## config.mk

```make
export PLATFORM = sky130hd
export DESIGN_NAME = temperature_result_readout
export DESIGN_NICKNAME = d
export VERILOG_FILES = /design/src/temp_readout_pkg.sv /design/src/temperature_result_readout.sv
export VERILOG_INCLUDE_DIRS = /design/src
export SDC_FILE = /design/constraint.sdc
export NUM_CORES = 1
export LEC_CHECK = 0
export BUFFER_PORTS_ARGS = -buffer_cell sky130_fd_sc_hd__buf_2
export CORE_UTILIZATION = 50
export DETAILED_ROUTE_END_ITERATION = 7
export GPL_TIMING_DRIVEN = 0
export PLACE_DENSITY_LB_ADDON = 0.15
export SYNTH_ARGS = -nofsm -noshare
export SYNTH_HDL_FRONTEND = slang
export SYNTH_SLANG_ARGS = --single-unit
```

## constraint.sdc

```tcl
create_clock -name clk_i -period 2.3 [get_ports clk_i]
set_input_delay 0.575 -clock clk_i [delete_from_list [all_inputs] [get_ports clk_i]]
set_output_delay 0.575 -clock clk_i [all_outputs]
set_load 0.01 [all_outputs]
```

## src/temp_readout_defines.svh

```systemverilog
`ifndef TEMP_READOUT_DEFINES_SVH
`define TEMP_READOUT_DEFINES_SVH
// How it works
// - local low byte holds half and quarter
// - local reading steps by quarter degree
// - signed remote high: sign then 64..1
// - unsigned remote high: 128..1 whole degrees
// - remote bytes at 11h,12h,21h,22h
// - remote low byte: half, quarter, eighth
// - remote reading steps by eighth degree
// - high byte read freezes its low byte
// - low byte read returns, then unfreezes
// - each high read refreezes current low
// - maker code readable at FEh
// - die version code readable at FFh
// - local high byte at 10h, signed
// - config bits 1,2 pick remote format
// - missing diode: flag, FFE0h or 8000h

// ---------------------------------------------------------------
// register offsets
// ---------------------------------------------------------------
`define LOCAL_TEMP_HIGH_ADDR  8'h10
`define REMOTE1_TEMP_HIGH_ADDR 8'h11
`define REMOTE2_TEMP_HIGH_ADDR 8'h12
`define LOCAL_TEMP_LOW_ADDR   8'h20
`define REMOTE1_TEMP_LOW_ADDR 8'h21
`define REMOTE2_TEMP_LOW_ADDR 8'h22
`define MAKER_CODE_ADDR       8'hfe
`define DIE_VERSION_CODE_ADDR 8'hff

// ---------------------------------------------------------------
// field layout and fixed values
// ---------------------------------------------------------------
`define LOCAL_LOW_MASK        8'hc0
`define REMOTE_LOW_MASK       8'he0
`define MISSING_UNSIGNED_VAL  16'hffe0
`define MISSING_SIGNED_VAL    16'h8000
`define CFG_REMOTE1_FMT_BIT   1
`define CFG_REMOTE2_FMT_BIT   2
`define RESET_BYTE            8'h00
`endif

```

## src/temp_readout_pkg.sv

```systemverilog
package temp_readout_pkg;
  typedef enum logic {
    FMT_UNSIGNED,
    FMT_SIGNED
  } format_type;
endpackage

```

## src/temperature_result_readout.sv

```systemverilog
`timescale 1ns/1ps
`include "temp_readout_defines.svh"
module temperature_result_readout #(
  parameter logic [7:0] MAKER_CODE_VAL  = 8'h5a, // arbitrary value
  parameter logic [7:0] DIE_VERSION_VAL = 8'h3c  // arbitrary value
) (
  input  wire logic        clk_i,
  input  wire logic        rst_n_i,
  input  wire logic        ce_i,
  input  wire logic [7:0]  config_i,
  input  wire logic [7:0]  reg_addr_i,
  input  wire logic        reg_rd_i,
  input  wire logic        reg_wr_i,
  input  wire logic [7:0]  reg_wdata_i,
  output logic      [7:0]  reg_rdata_o,
  input  wire logic        conv_valid_i,
  input  wire logic [15:0] local_conv_i,
  input  wire logic [15:0] remote1_conv_i,
  input  wire logic [15:0] remote2_conv_i,
  input  wire logic        remote1_missing_i,
  input  wire logic        remote2_missing_i,
  output logic             remote1_missing_flag_o,
  output logic             remote2_missing_flag_o
);

  // ---------------------------------------------------------------
  // result storage and freeze state
  // ---------------------------------------------------------------
  logic [7:0] high_r   [3];
  logic [7:0] low_r    [3];
  logic [7:0] frz_r    [3];
  logic [2:0] frozen_r;
  logic [7:0] high_nxt [3];
  logic [7:0] low_nxt  [3];
  logic [7:0] frz_nxt  [3];
  logic [2:0] frozen_nxt;
  logic [7:0] rdata_nxt;
  logic [1:0] miss_r;
  logic [1:0] miss_nxt;
  logic [7:0] high_addr [3];
  logic [7:0] low_addr  [3];
  logic       fmt_sel   [3];
  logic [7:0] low_mask  [3];
  logic [1:0] miss_in;

  assign high_addr[0] = `LOCAL_TEMP_HIGH_ADDR;
  assign high_addr[1] = `REMOTE1_TEMP_HIGH_ADDR;
  assign high_addr[2] = `REMOTE2_TEMP_HIGH_ADDR;
  assign low_addr[0]  = `LOCAL_TEMP_LOW_ADDR;
  assign low_addr[1]  = `REMOTE1_TEMP_LOW_ADDR;
  assign low_addr[2]  = `REMOTE2_TEMP_LOW_ADDR;
  assign low_mask[0]  = `LOCAL_LOW_MASK;
  assign low_mask[1]  = `REMOTE_LOW_MASK;
  assign low_mask[2]  = `REMOTE_LOW_MASK;
  assign fmt_sel[0]   = 1'b1;
  assign fmt_sel[1]   = config_i[`CFG_REMOTE1_FMT_BIT];
  assign fmt_sel[2]   = config_i[`CFG_REMOTE2_FMT_BIT];
  assign miss_in      = {remote2_missing_i, remote1_missing_i};

  // ---------------------------------------------------------------
  // per channel update
  // ---------------------------------------------------------------
  genvar g;
  generate
    for (g = 0; g < 3; g++)
    begin : g_chan
      logic [15:0] conv_val;
      logic        is_miss;
      temp_readout_pkg::format_type fmt;
      assign fmt = fmt_sel[g] ? temp_readout_pkg::FMT_SIGNED
                              : temp_readout_pkg::FMT_UNSIGNED;
      if (g == 0)
      begin : g_loc
        assign is_miss  = 1'b0;
        assign conv_val = local_conv_i;
      end
      else
      begin : g_rem
        assign is_miss  = miss_in[g-1];
        assign conv_val = (g == 1) ? remote1_conv_i : remote2_conv_i;
      end
      always_comb
      begin
        high_nxt[g]   = high_r[g];
        low_nxt[g]    = low_r[g];
        frz_nxt[g]    = frz_r[g];
        frozen_nxt[g] = frozen_r[g];
        if (conv_valid_i)
        begin
          if (is_miss)
          begin
            if (fmt == temp_readout_pkg::FMT_SIGNED)
            begin
              high_nxt[g] = 8'(`MISSING_SIGNED_VAL >> 8);
              low_nxt[g]  = 8'(`MISSING_SIGNED_VAL);
            end
            else
            begin
              high_nxt[g] = 8'(`MISSING_UNSIGNED_VAL >> 8);
              low_nxt[g]  = 8'(`MISSING_UNSIGNED_VAL);
            end
          end
          else
          begin
            high_nxt[g] = conv_val[15:8];
            low_nxt[g]  = conv_val[7:0] & low_mask[g];
          end
        end
        // reads only; writes never touch this state
        if (reg_rd_i && reg_addr_i == high_addr[g])
        begin
          frozen_nxt[g] = 1'b1;
          frz_nxt[g]    = low_r[g];
        end
        else if (reg_rd_i && reg_addr_i == low_addr[g])
          frozen_nxt[g] = 1'b0;
      end
      always_ff @(posedge clk_i)
      begin
        if (!rst_n_i)
        begin
          high_r[g]   <= `RESET_BYTE;
          low_r[g]    <= `RESET_BYTE;
          frz_r[g]    <= `RESET_BYTE;
          frozen_r[g] <= 1'b0;
        end
        else if (ce_i)
        begin
          high_r[g]   <= high_nxt[g];
          low_r[g]    <= low_nxt[g];
          frz_r[g]    <= frz_nxt[g];
          frozen_r[g] <= frozen_nxt[g];
        end
      end
    end
  endgenerate

  // ---------------------------------------------------------------
  // read data and flags
  // ---------------------------------------------------------------
  always_comb
  begin
    rdata_nxt = reg_rdata_o;
    miss_nxt  = miss_r;
    if (conv_valid_i)
      miss_nxt = miss_in;
    if (reg_rd_i)
    begin
      unique case (reg_addr_i)
        `LOCAL_TEMP_HIGH_ADDR:   rdata_nxt = high_r[0];
        `REMOTE1_TEMP_HIGH_ADDR: rdata_nxt = high_r[1];
        `REMOTE2_TEMP_HIGH_ADDR: rdata_nxt = high_r[2];
        `LOCAL_TEMP_LOW_ADDR:
          rdata_nxt = frozen_r[0] ? frz_r[0] : low_r[0];
        `REMOTE1_TEMP_LOW_ADDR:
          rdata_nxt = frozen_r[1] ? frz_r[1] : low_r[1];
        `REMOTE2_TEMP_LOW_ADDR:
          rdata_nxt = frozen_r[2] ? frz_r[2] : low_r[2];
        `MAKER_CODE_ADDR:        rdata_nxt = MAKER_CODE_VAL;
        `DIE_VERSION_CODE_ADDR:  rdata_nxt = DIE_VERSION_VAL;
        default:                 rdata_nxt = `RESET_BYTE;
      endcase
    end
  end

  always_ff @(posedge clk_i)
  begin
    if (!rst_n_i)
    begin
      reg_rdata_o <= `RESET_BYTE;
      miss_r      <= 2'b00;
    end
    else if (ce_i)
    begin
      reg_rdata_o <= rdata_nxt;
      miss_r      <= miss_nxt;
    end
  end

  assign remote1_missing_flag_o = miss_r[0];
  assign remote2_missing_flag_o = miss_r[1];

endmodule // temperature_result_readout

```

**Yosys cells after proc, flatten, opt, wreduce, memory -nomap -nowiden**

Memory sizes are Yosys's and may differ from the RTL's.
Index checks and enable logic that the tools add are counted.
Widths: inputs -> output; s select.

- Bits in writable memories: 72
- Logic and storage cells: 81
- Flip-flop bits (word level): 13
- Input port bits: 80
- Output and inout port bits: 10
- Memories: 3

- Equal/unequal tests: 8
- Reduce and logical (&&, ||, !) cells: 14
- Mux-type cells: 42
- Bitwise operators: 9

Memories:

| name | depth | bits a word | rd ports | clocked after memory_dff | wr ports | RTL line | source |
|---|---|---|---|---|---|---|---|
| frz_r | 3 | 8 | 3 | 0 | 3 | temperature_result_readout.sv:31 | `logic [7:0] frz_r [3];` |
| high_r | 3 | 8 | 3 | 0 | 3 | temperature_result_readout.sv:29 | `logic [7:0] high_r [3];` |
| low_r | 3 | 8 | 3 | 0 | 3 | temperature_result_readout.sv:30 | `logic [7:0] low_r [3];` |

Operator list:

| operator | number |
|---|---|
| $mux 8 | 27 |
| $pmux 8 s8 | 1 |
| $eq 8x5->1 const B | 3 |
| $eq 8x6->1 const B | 3 |
| $eq 8x8->1 const B | 2 |
| $mux 7 | 2 |
| $mux 1 | 12 |
| $reduce_and 2->1 | 5 |
| $or 1x1->1 | 9 |
| $logic_and 1x1->1 | 6 |
| $reduce_bool 2->1 | 3 |

**Logic depth before layout (Yosys ltp)**

- Depth in word-level cells: 5
- Depth in mapped cells: 5
- Gate-level depth less buffers: 4

**Least setup slack after synthesis**

No wires, ideal clock.

- Path type: input port to flip-flop
- Start point: input port ce_i
- End point: memory high_r[0][0], enable pin
- Required time: 1911 ps
- Arrival: 1537 ps
- Cell stages on the path: 3
- Path buffers: 1
- Setup slack: 373 ps
- Library setup time: 389 ps
- Cells stage by stage: clkbuf_2 nand2_1 nand2_1

RTL lines:

| element | RTL line | source |
|---|---|---|
| start: declaration | temperature_result_readout.sv:9 | `input wire logic ce_i,` |
| end: declaration | temperature_result_readout.sv:29 |  |

==> impl_metrics.py <==
metrics = {
    "power": {
        "swShare_pct": 22.2,
        "pwr-share-clk_pct": 31.8,
        "vdd_drop_max_mv": 0.346,
        "power.switching_w": 0.000428,
        "power_frac_seq_pct": 58.0,
        "p_per_area_nw_per_um2": 624,
        "leakage_nw": 1.21,
        "p_int_w": 0.00150,
        "p_comb_share_pct": 10.2,
    },
    "place": {
        "postPlaceCellArea_um2": 2980,
        "place_congestion": 0.811,
        "dp.cells": 356,
        "port_buffers": 56,
        "dp_hpwl_mm": 4.14,
    },
    "outcome": {
        "status": "completed",
    },
    "drt": {
        "num_vias": 1949,
        "vias_per_cell": 5.35,
        "drc_errors": 0,
        "drtIter0Drc": 67,
        "ant_nets": 0,
        "routedWlPerCell_um": 15.0,
        "routed_wl_mm": 5.46,
        "firstDrtPassIters": 4,
    },
    "timing": {
        "post-route-min-period_ns": 1.98,
        "finalSetupViolCount": 0,
        "min_period_over_period_pct": 86.2,
        "slew_headroom_pct": 37.4,
        "clock_skew_ns": 0.00435,
        "final_hold_viol_count": 0,
        "tightest_slew_ns": 0.931,
        "fmax_mhz": 504,
        "grt_setup_unrepaired": "no",
        "slew_viol_final": 0,
    },
    "clock_tree": {
        "clkSlewWorstSetupHoldPaths_ns": 0.09,
        "insertion_delay_ns": 0.30,
        "htree_levels": 2,
        "cts_sinks": 53,
        "cts_resized": 0,
        "cts_tree": "done",
        "root_buffer": "clkbuf_8",
        "cts_buffers": 5,
        "post-cts-setup-buffers": 0,
        "clk_path_buf_depth": 2,
        "hold_buffers": 0,
    },
    "layout": {
        "layout-drive-gt1-share_pct": 27.3,
        "synthToLayoutAreaGrowth_pct": 18.1,
        "final_area_um2": 3090,
        "antenna_cells": 0,
        "layout_commonest_cell": "buf_2",
        "final_cell_mix": "buf_2 (61), edfxtp_1 (40), a21oi_1 (22), nand2b_1 (22), and3_1 (20)",
        "nets": 376,
        "stdcell_count": 364,
    },
    "grt": {
        "grt_pass1_wl_mm": 8.85,
        "grt_overflow_total": 0,
        "grt_max_degree": 33,
        "antenna_found_initial": 0,
        "track_usage_pct": 21.6,
        "grt_pass1_vias": 1842,
    },
    "critical_path": {
        "crit_fanout": 10,
        "worstSetupEndpointType": "flip-flop",
        "critPathRequiredTime_ns": 2.32,
        "worstReg2RegEnd": "reg_rdata_o[5]",
        "cp.arrival_ns": 2.00,
        "r2r-start": "frozen_r[2]",
        "critical_path_class": "in -> reg",
        "start_kind": "input port",
        "reg2reg_depth": 4,
        "rrSetupSlack_ns": 0.94,
    },
    "synth": {
        "synth_area_um2": 2620,
        "synth_warnings": 0,
        "synth_area_leaders": "edfxtp_1 (46%), dfxtp_1 (9.9%), nand2b_1 (5.3%)",
        "ys_ff_latch": 53,
        "netlist_instances": 233,
        "yosysTopAreaCell": "edfxtp_1",
        "syn_avg_cell_area_um2": 11.2,
        "synth.distinct_cells": 40,
        "synth.yosys.seq_area_share_pct": 55.8,
        "synth_top_area_share_pct": 45.8,
        "synth_nets": 313,
    },
    "job": {
        "drv_cap": 0,
    },
    "floorplan": {
        "core-area_um2": 4880,
        "io_pins": 90,
        "rows": 25,
        "die_area_um2": 5530,
        "die_h_um": 74.4,
        "die_w_um": 74.4,
        "start_util_pct": 53.7,
    },
    "worst_hold_path": {
        "holdCritStartpoint": "reg_rdata_o[4]",
        "hold_class": "reg -> reg",
        "hold_end": "reg_rdata_o[4]",
        "hold_path_depth": 2,
    },
}
## layer usage
| layer | GRT usage, % | up-vias | share of wire, % |
|---|---|---|---|
| li1 | - | 990 | - |
| met1 | 29.8 | 882 | 47 |
| met2 | 34.8 | 72 | 46 |
| met3 | 3.66 | 5 | 6.1 |
| met4 | 6.71 | 0 | 0.97 |
| met5 | 0 | - | 0 |
## cells by family after synthesis
logic type | synth area share [%]
multiplexers | 4.68
AND/OR/NAND/NOR | 18.9
flip-flops | 55.8
AO/OA/AOI/OAI | 17.1
buffers and inverters | 3.15
XOR/XNOR | 0.334
## stage by stage
step | power (W) | TNS [ns] | worst slack, ns | hold WS [ns] | utilization (%)
after floorplan | 0.00125 | 0 | 0.373 | 0.470 | -
after global placement | 0.00133 | -4.62 | -0.144 | 0.434 | 61.2
after detailed placement | 0.00134 | -5.17 | -0.162 | 0.436 | 61.2
after CTS | 0.00194 | 0 | 0.162 | 0.448 | 63.3
after global routing | 0.00200 | 0 | 0.218 | 0.467 | 63.4
final | 0.00193 | 0 | 0.317 | 0.444 | 63.4
## layout make-up
class                      count  area (um^2)
fill                         419         1790
sequential                    53         1460
multi-input combinational    160         1080
timing repair buffer          56          280
tap                           67         83.8
clock buffer                   6         72.6
buffer                        16         67.6
clock inverter                 2         33.8
inverter                       4         15.0
## cells in the mapped netlist, drive strengths merged
cell type	instances
clkbuf	11
mux2i	10
or4	1
nor4	1
buf	5
edfxtp	40
a21boi	7
and3	20
nor2b	2
nand2	20
o2bb2ai	9
a211oi	3
a22oi	5
or4b	1
o2111ai	1
mux2	2
inv	4
and2	1
or2	1
nor4b	3
a21o	1
nand4	1
dfxtp	13
a22o	2
nor3b	1
a21oi	22
nand2b	22
nand3	3
nor2	6
nor3	2
a221oi	1
o21ai	10
xnor2	1
a2bb2oi	1
## worst max-delay path, stage by stage
cell and delay [ns]:
buf_2 0.11, buf_2 0.18, nor4_1 0.82, nand2_1 0.16
nand2_1 0.15
## power groups by stage
stage	clock [W]	combinational [W]	sequential, W
after floorplan	0	0.000116	0.00113
after CTS	0.000621	0.000196	0.00112
final	0.000614	0.000196	0.00112
after global routing	0.000656	0.000219	0.00112
after global placement	0	0.000191	0.00114
after detailed placement	0	0.000195	0.00114
## flip-flops by register name, indices dropped and copies added, names as in the netlist
| signal | cells |
|---|---|
| frz_r | 8 |
| miss_r | 2 |
| reg_rdata_o | 8 |
| low_r | 8 |
| frozen_r | 3 |
| high_r | 24 |
## how the worst max path moves through the flow
stage                        end  slack [ns]           from  depth (start not counted)
finish               frz_r[0][6]        0.32  reg_addr_i[0]                          5
global route         frz_r[0][6]        0.22  reg_addr_i[0]                          5
floorplan           high_r[0][0]        0.37           ce_i                          3
global placement    high_r[0][4]       -0.14        rst_n_i                          3
detailed placement  high_r[1][4]       -0.16        rst_n_i                          3
CTS                 high_r[0][4]        0.16        rst_n_i                          3
(Power assumes the default switching activity.)
